$ cat src/include/cvn_cfg.svh
// constants for the node configuration and status block
`ifndef CVN_CFG_SVH
`define CVN_CFG_SVH
// ****************************************************************
// object dictionary and addressing
// ****************************************************************
`define CVN_IDX_NODE_ADDR   16'h2100
`define CVN_IDX_VALVE_STAT  16'h2102
`define CVN_SUB_ZERO        8'h00
`define CVN_ADDR_MIN        8'h01
`define CVN_ADDR_MAX        8'h7F
`define CVN_SW_ADDR_MAX     8'h63
`define CVN_ADDR_DEFAULT    7'h7F
`define CVN_BCD_MAX         4'h9
`define CVN_VALVE_ON        8'h01
`define CVN_VALVE_OFF       8'h00
// ****************************************************************
// layer setting service command specifiers (decimal as printed)
// ****************************************************************
`define CVN_COB_LSS         11'h7E5
`define CVN_LSS_SWITCH      8'h04
`define CVN_LSS_NODE_ID     8'h11
`define CVN_LSS_BIT_SEL     8'h13
`define CVN_LSS_BIT_ACT     8'h15
`define CVN_LSS_STORE       8'h17
// ****************************************************************
// indicator timing
// ****************************************************************
`define CVN_CLK_MHZ         100
`define CVN_TICK_MS         50
`define CVN_FLASH_TICKS     6'h08
`define CVN_FRAME_LAST      6'h2F
`define CVN_INIT_LAST       2'h3
`endif

$ cat src/include/cvn_pkg.sv
// types for the node configuration and status block
package cvn_pkg;
   typedef enum logic [1:0] {
      CVN_NMT_INIT,
      CVN_NMT_PREOP,
      CVN_NMT_OPER,
      CVN_NMT_STOP
   } cvn_nmt_t;

   typedef struct packed {
      logic        wr;
      logic [15:0] index;
      logic [7:0]  sub;
      logic [7:0]  wdata;
   } cvn_obj_req_t;

   typedef struct packed {
      logic       ack;
      logic       err;
      logic [7:0] rdata;
   } cvn_obj_rsp_t;

   typedef struct packed {
      logic [7:0] cs;
      logic [7:0] b1;
      logic [7:0] b2;
   } cvn_lss_req_t;

   typedef struct packed {
      logic warn;
      logic bus_off;
      logic hb_evt;
      logic guard_evt;
      logic sync_evt;
      logic clr;
   } cvn_can_evt_t;

   typedef struct packed {
      logic        err;
      logic        green;
      logic        red;
   } cvn_led_t;

   typedef struct packed {
      logic [7:0]  bt_sel;
      logic [7:0]  bt_idx;
      logic        bt_act;
      logic [15:0] bt_delay;
   } cvn_bt_t;
endpackage : cvn_pkg

$ cat src/rtl/cvn_node_cfg.sv
// node address selection, object access, lss decode and indicator drive
// Behaviour
// - address from two decimal selectors 1..99; software addresses up to 127
// - selector changes only take effect after a power reset
// - both selectors zero: use the software-assigned address
// - with no other assignment, node address is 127
// - write to 2100h sub 0 stores address to nv memory, 1..127 only
// - decode lss commands 04, 17, 19, 21, 23 on the lss identifier
// - read 2102h sub 0 gives 01h with valve supply, 00h without
// - error indicator shows bus condition and missing sync/guard/heartbeat
// - run led: blink preop, flash stopped, on operational, off in init; error led off when no fault is flagged, except power-up flash and baud/lss flicker
// - baud detection active: flicker error and run green indicators
// - address change in commissioning: flicker error and run green
// - error frames: single flash; bus off: steady; run shows state
// - heartbeat event double flash; missing sync triple flash
`include "cvn_cfg.svh"
module cvn_node_cfg
   import cvn_pkg::*;
#(
   parameter int P_TICK_CYC = `CVN_TICK_MS * 1000 * `CVN_CLK_MHZ
) (
   input  wire logic          i_sys_clk,
   input  wire logic          i_arst_n,
   input  wire logic [3:0]    i_sel_tens,
   input  wire logic [3:0]    i_sel_ones,
   input  wire logic          i_valve_supply,
   input  wire logic [7:0]    i_nv_addr,
   input  wire logic          i_obj_req,
   input  wire cvn_obj_req_t  i_obj,
   input  wire logic          i_lss_valid,
   input  wire logic [10:0]   i_lss_cob,
   input  wire cvn_lss_req_t  i_lss,
   input  wire cvn_nmt_t      i_nmt_state,
   input  wire logic          i_baud_detect,
   input  wire cvn_can_evt_t  i_can,
   output logic [6:0]         o_node_addr,
   output logic               o_addr_valid,
   output cvn_obj_rsp_t       o_obj,
   output logic               o_nv_wr,
   output logic [6:0]         o_nv_data,
   output logic               o_lss_cfg_mode,
   output cvn_bt_t            o_bt,
   output cvn_led_t           o_led
);
   // ****************************************************************
   // state
   // ****************************************************************
   typedef struct packed {
      logic [7:0]   sw_s1;
      logic [7:0]   sw_s2;
      logic         va_s1;
      logic         va_s2;
      logic [1:0]   init_cnt;
      logic         init_done;
      logic [6:0]   node_addr;
      logic [6:0]   stored_addr;
      logic         lss_cfg;
      cvn_bt_t      bt;
      logic         nv_wr;
      cvn_obj_rsp_t rsp;
      logic [23:0]  tick_cnt;
      logic         tick;
      logic [5:0]   ph;
      logic         flk;
      logic         pwr_up;
      logic         hb_f;
      logic         sync_f;
      cvn_led_t     led;
   } cvn_state_t;

   cvn_state_t st_r;
   cvn_state_t st_nxt;

   localparam logic [23:0] TICK_LAST = 24'(P_TICK_CYC - 1);

   function automatic logic addr_ok(input logic [7:0] a);
      addr_ok = (a >= `CVN_ADDR_MIN) && (a <= `CVN_ADDR_MAX);
   endfunction : addr_ok

   function automatic logic flash_on(input logic [5:0] ph,
                                     input logic [5:0] n);
      flash_on = (ph < n * `CVN_FLASH_TICKS) && !ph[2];
   endfunction : flash_on

   logic [7:0] sw_addr;
   logic       sw_bcd_ok;
   logic       obj_addr_hit;
   logic       obj_valve_hit;

   // ****************************************************************
   // next state
   // ****************************************************************
   always_comb begin
      st_nxt = st_r;
      // only the second stage is read by logic
      st_nxt.sw_s1 = {i_sel_tens, i_sel_ones};
      st_nxt.sw_s2 = st_r.sw_s1;
      st_nxt.va_s1 = i_valve_supply;
      st_nxt.va_s2 = st_r.va_s1;
      st_nxt.nv_wr = 1'b0;
      st_nxt.bt.bt_act = 1'b0;
      st_nxt.rsp.ack = 1'b0;
      st_nxt.rsp.err = 1'b0;

      sw_bcd_ok = (st_r.sw_s2[7:4] <= `CVN_BCD_MAX)
                  && (st_r.sw_s2[3:0] <= `CVN_BCD_MAX);
      sw_addr = 8'(st_r.sw_s2[7:4] * 8'h0A) + 8'(st_r.sw_s2[3:0]);

      // wait for the synchronisers to fill, then sample once
      if (!st_r.init_done) begin
         st_nxt.init_cnt = st_r.init_cnt + 2'h1;
         if (st_r.init_cnt == `CVN_INIT_LAST) begin
            st_nxt.init_done = 1'b1;
            if (addr_ok(i_nv_addr)) begin
               st_nxt.stored_addr = i_nv_addr[6:0];
            end
            if (sw_bcd_ok && sw_addr != 8'h00
                && sw_addr <= `CVN_SW_ADDR_MAX) begin
               st_nxt.node_addr = sw_addr[6:0];
            end else if (sw_addr == 8'h00 && addr_ok(i_nv_addr)) begin
               st_nxt.node_addr = i_nv_addr[6:0];
            end else begin
               st_nxt.node_addr = `CVN_ADDR_DEFAULT;
            end
         end
      end

      // object dictionary access, answered one cycle later
      obj_addr_hit = (i_obj.index == `CVN_IDX_NODE_ADDR)
                     && (i_obj.sub == `CVN_SUB_ZERO);
      obj_valve_hit = (i_obj.index == `CVN_IDX_VALVE_STAT)
                      && (i_obj.sub == `CVN_SUB_ZERO);
      if (i_obj_req) begin
         st_nxt.rsp.ack = 1'b1;
         st_nxt.rsp.rdata = 8'h00;
         if (obj_addr_hit && i_obj.wr) begin
            if (addr_ok(i_obj.wdata)) begin
               st_nxt.stored_addr = i_obj.wdata[6:0];
               st_nxt.nv_wr = 1'b1;
            end else begin
               st_nxt.rsp.err = 1'b1;
            end
         end else if (obj_addr_hit) begin
            st_nxt.rsp.rdata = {1'b0, st_r.stored_addr};
         end else if (obj_valve_hit && !i_obj.wr) begin
            st_nxt.rsp.rdata = st_r.va_s2 ? `CVN_VALVE_ON
                                          : `CVN_VALVE_OFF;
         end else begin
            st_nxt.rsp.err = 1'b1;
         end
      end

      // layer setting service; a new node id stays pending until reset
      if (i_lss_valid && i_lss_cob == `CVN_COB_LSS) begin
         unique case (i_lss.cs)
            `CVN_LSS_SWITCH: st_nxt.lss_cfg = i_lss.b1[0];
            `CVN_LSS_NODE_ID: begin
               if (st_r.lss_cfg && addr_ok(i_lss.b1)) begin
                  st_nxt.stored_addr = i_lss.b1[6:0];
               end
            end
            `CVN_LSS_BIT_SEL: begin
               if (st_r.lss_cfg) begin
                  st_nxt.bt.bt_sel = i_lss.b1;
                  st_nxt.bt.bt_idx = i_lss.b2;
               end
            end
            `CVN_LSS_BIT_ACT: begin
               st_nxt.bt.bt_act = 1'b1;
               st_nxt.bt.bt_delay = {i_lss.b2, i_lss.b1};
            end
            `CVN_LSS_STORE: st_nxt.nv_wr = st_r.lss_cfg;
            default: ;
         endcase
      end

      // indicator time base
      st_nxt.tick = 1'b0;
      if (st_r.tick_cnt == TICK_LAST) begin
         st_nxt.tick_cnt = 24'h000000;
         st_nxt.tick = 1'b1;
      end else begin
         st_nxt.tick_cnt = st_r.tick_cnt + 24'h000001;
      end
      if (st_r.tick) begin
         st_nxt.flk = !st_r.flk;
         if (st_r.ph == `CVN_FRAME_LAST) begin
            st_nxt.ph = 6'h00;
            st_nxt.pwr_up = 1'b0;
         end else begin
            st_nxt.ph = st_r.ph + 6'h01;
         end
      end

      // sticky error events: a new event beats the clear
      st_nxt.hb_f = (st_r.hb_f && !i_can.clr)
                    || i_can.hb_evt || i_can.guard_evt;
      st_nxt.sync_f = (st_r.sync_f && !i_can.clr) || i_can.sync_evt;

      // indicators
      st_nxt.led.red = 1'b0;
      if (st_r.pwr_up) begin
         st_nxt.led.err = flash_on(st_r.ph, 6'h01);
         st_nxt.led.green = flash_on(st_r.ph, 6'h01);
         st_nxt.led.red = flash_on(st_r.ph, 6'h02)
                          && !flash_on(st_r.ph, 6'h01);
      end else if (i_baud_detect || st_r.lss_cfg) begin
         st_nxt.led.err = st_r.flk;
         st_nxt.led.green = !st_r.flk;
      end else begin
         unique case (i_nmt_state)
            CVN_NMT_PREOP: st_nxt.led.green = !st_r.ph[2];
            CVN_NMT_STOP:  st_nxt.led.green = flash_on(st_r.ph, 6'h01);
            CVN_NMT_OPER:  st_nxt.led.green = 1'b1;
            CVN_NMT_INIT:  st_nxt.led.green = 1'b0;
         endcase
         if (i_can.bus_off) begin
            st_nxt.led.err = 1'b1;
         end else if (st_r.sync_f) begin
            st_nxt.led.err = flash_on(st_r.ph, 6'h03);
         end else if (st_r.hb_f) begin
            st_nxt.led.err = flash_on(st_r.ph, 6'h02);
         end else if (i_can.warn) begin
            st_nxt.led.err = flash_on(st_r.ph, 6'h01);
         end else begin
            st_nxt.led.err = 1'b0;
         end
      end
   end

   // ****************************************************************
   // registers
   // ****************************************************************
   always_ff @(posedge i_sys_clk or negedge i_arst_n) begin
      if (!i_arst_n) begin
         st_r <= '0;
         st_r.node_addr <= `CVN_ADDR_DEFAULT;
         st_r.stored_addr <= `CVN_ADDR_DEFAULT;
         st_r.pwr_up <= 1'b1;
      end else begin
         st_r <= st_nxt;
      end
   end

   assign o_node_addr = st_r.node_addr;
   assign o_addr_valid = st_r.init_done;
   assign o_obj = st_r.rsp;
   assign o_nv_wr = st_r.nv_wr;
   assign o_nv_data = st_r.stored_addr;
   assign o_lss_cfg_mode = st_r.lss_cfg;
   assign o_bt = st_r.bt;
   assign o_led = st_r.led;
endmodule : cvn_node_cfg

$ cat config.mk
export PLATFORM = sky130hd
export DESIGN_NAME = cvn_node_cfg
export DESIGN_NICKNAME = d
export VERILOG_FILES = /design/src/include/cvn_pkg.sv /design/src/rtl/cvn_node_cfg.sv
export VERILOG_INCLUDE_DIRS = /design/src /design/src/include
export SDC_FILE = /design/constraint.sdc
export NUM_CORES = 1
export LEC_CHECK = 0
export ABC_AREA = 1
export BUFFER_PORTS_ARGS = -buffer_cell sky130_fd_sc_hd__buf_2
export CAP_MARGIN = 0
export CORE_MARGIN = 2
export CORE_UTILIZATION = 58
export CTS_CLUSTER_DIAMETER = 40
export CTS_CLUSTER_SIZE = 12
export DETAILED_ROUTE_END_ITERATION = 7
export PLACE_DENSITY_LB_ADDON = 0.15
export SLEW_MARGIN = 20
export SYNTH_ARGS = -nofsm -noshare
export SYNTH_HDL_FRONTEND = slang
export SYNTH_SLANG_ARGS = --single-unit
$ cat constraint.sdc
create_clock -name i_sys_clk -period 7.1 [get_ports i_sys_clk]
set_clock_uncertainty 0.2 [all_clocks]
set_input_delay 1.42 -clock i_sys_clk [delete_from_list [all_inputs] [get_ports i_sys_clk]]
set_output_delay 1.42 -clock i_sys_clk [all_outputs]
set_load 0.005 [all_outputs]
==> results.yml <==
logic_synthesis:
  syn_avg_cell_area_um2: 8.55
  yosysSeqAreaShare_pct: 45.8
  synth.largest_area_cell: "dfrtp_1"
  synth_adder_area_share_pct: 2.57
  synthDistinctLibCells: 52
  ys.warnings.count: 0
  synthCells: 752
  synth_compound_area_share_pct: 4.44
  synth_area_mm2: 0.00643
  yosys.area_share.simple_pct: 27.0
  ys.flop_type: "dfrtp_1"
  synthDominantCellAreaShare_pct: 39.7
  syn_nets: 862
  synth_top_family_by_area: "simple AND/OR/NAND/NOR gates"
  synth-async-reset-ratio_pct: 100
  synthMuxAreaShare_pct: 2.67
  synth_edf_count: 0
  synth.top_cells.by_area: "dfrtp_1 (40%), nand2_1 (9.9%), buf_4 (7.2%)"
  synthXorXnorAreaFrac_pct: 2.59
  synth.ff_latch_count: 117
global_routing:
  grt_pass1_vias: 5207
  grt_pass1_wl_um: 23100
  gr-usage-all-layers_pct: 24.9
  grt_antenna_before_repair: 0
  grt_start_max_net_pins: 79
  gr-total-overflow: 0
routing:
  initialDrtViolationCount: 286
  dr.pass1.iters: 5
  wl_per_cell_um: 13.6
  ant_nets: 0
  vias: 5255
  vias_per_cell: 5.17
  drc: 0
  wl_um: 13800
clocking:
  cts-hold-fix-buffers: 0
  root_buffer: "clkbuf_8"
  cts_max_level: 4
  post_cts_buffers: 0
  cts_tree: "done"
  cts_num_sinks: 117
  cts_buffers: 17
  clk_latency_ps: 520
  cts_resized: 0
  cts.clk_slew.worst_paths_ps: 60
  clockBufferDepth: 2
pwr:
  p_int_uw: 1340
  p_leak_uw: 0.00433
  power-per-cell-area_mw_per_mm2: 231
  clockPowerShare_pct: 52.6
  combPwrFrac_pct: 7.6
  switching_share_pct: 22.9
  p_switching_uw: 400
  ir_drop_uv: 172
  sequentialPowerShare_pct: 39.8
setup_path:
  worstPathMaxFanout: 9
  timing.rr.start: "st_r[109]"
  r2r_slack_ps: 4230
  crit_chain: "ha_1, ha_1, fa_1, nand2_1, nor2_1, nand2_1, nand3_1, nand2_1, inv_2, nand3_2, nand4_1, nand3_1, nand2_1"
  startpoint: "st_r[109]"
  crit_slowest_cell: "fa_1"
  end_kind: "register"
  reg2reg_depth: 13
  startpoint_type: "register"
  cp_common_cell: "nand2_1"
  criticalPathCategory: "register to register"
  cp.required_ps: 7360
  rr_endpoint: "o_node_addr[1]"
  max_stage_delay_ps: 600
  cp_data_arrival_time_ps: 3120
layout:
  diodes: 0
  final_core_util_pct: 69.7
  final_area_mm2: 0.00756
  mostFrequentLayoutCells: "nand2_1 (169), buf_2 (158), inv_1 (117)"
  syn2layout_area_growth_pct: 17.6
  fill_cells: 845
  nNetsFinal: 974
  layout-drive-gt1-share_pct: 28.4
  regArea_mm2: 0.00295
  final_common_cell: "nand2_1"
  multi_input_comb_area_mm2: 0.00253
run:
  maxCapViolCount: 0
placed_design:
  portBuffers: 159
  gp_congestion: 0.912
  place_area_mm2: 0.00692
  hpwl_um: 10400
timing:
  fin_crit_sh_pct: 40.4
  finalHoldViolCount: 0
  tightest_slew_ps: 930
  fmax_ghz: 0.349
  drv_slew: 0
  tns_ps: 0
  post-route-min-period_ps: 2870
  relSlewSlack_pct: 38.0
  grt_setup_unrepaired: "no"
  setup_viol: 0
worst_hold_path:
  min_delay_worst_endpoint: "st_r[104]"
  hold_depth: 0
  min_from: "st_nxt[104]"
  min_path_type: "register to register"
floorplan:
  dieArea_mm2: 0.0119
  start_util_pct: 59.3
  ioPinCount: 161
  die_w_um: 109
  die_height_um: 109
  core_mm2: 0.0108
  rows: 38
outcome:
  outcome: "finished clean"
==> metrics by stage <==
stage          hold slack (ps)  worst slack (ps)  cells  power, uW
3_5_place_dp               135              4000    985        837
3_3_place_gp               133              4080    985        833
6_report                   145              4230   1017       1750
2_1_floorplan              131              4380    752        780
4_1_cts                    145              4240   1017       1760
5_1_grt                    150              3950   1017       1810
==> power groups by stage <==
stage / clock network, uW / registers [uW] / logic (uW)
detailed placement: 0 / 705 / 132
floorplan: 0 / 703 / 77.2
global placement: 0 / 704 / 128
finish: 919 / 694 / 133
global route: 967 / 695 / 152
CTS: 930 / 694 / 133
==> worst max path at each step <==
stage / end / slack, ps
floorplan: o_bt[4] / 4380
global placement: o_bt[15] / 4080
detailed placement: o_bt[14] / 4000
CTS: o_node_addr[2] / 4240
global route: o_node_addr[1] / 3950
finish: o_node_addr[1] / 4230
==> registers in the layout (all words and copies together), names as in the netlist <==
signal          cells
st_r               46
o_lss_cfg_mode      1
o_addr_valid        1
o_led               3
o_nv_wr             1
o_nv_data           7
o_bt               33
st_nxt              9
o_node_addr         7
o_obj               9
==> area by class of cell <==
type,count,share of cell area (%)
multi-input combinational,446,33.5
tap,140,2.32
clock inverter,15,3.03
timing repair buffer,160,10.7
clock buffer,17,5.48
inverter,122,6.06
sequential,117,39.0
==> worst max-delay path, delay by kind of cell (launching register included) <==
| kind | cells | cell delay [ps] |
|---|---|---|
| adder cells (fa/ha/maj) | 3 | 1150 |
| buffers and inverters | 1 | 140 |
| flip-flops | 1 | 450 |
| AND/OR/NAND/NOR | 9 | 880 |
==> metal layers <==
metal / vias to the layer above / track usage, % / part of all wire, %
met4: 0 / 9.76 / 2.1
met2: 175 / 45.5 / 52
met5: - / 0 / 0
met1: 2481 / 28.3 / 41
li1: 2569 / - / -
met3: 30 / 5.20 / 5.3
==> cells in the mapped netlist (4+ instances only) <==
cell     count
dfstp_2     15
nand4_1     41
nor3_1      16
inv_2        4
o21ai_0     19
buf_4       62
nor2_1      49
nor2_2       4
nand3_2      4
a21oi_1      6
inv_1      117
dfrtp_1    102
nor2_4       7
nand3_1     35
ha_1        10
xor2_1      16
nor4_1       4
nand2_1    169
o21ai_2      6
mux2i_1     16
==> kinds of logic after synthesis <==
logic type      after synthesis
buf+inv                     189
mux                          17
compound gates               46
simple gates                351
flops                       117
xor+xnor                     19
fa+ha+maj                    12
other cells                   1
Power figures use the tool's default switching activity.
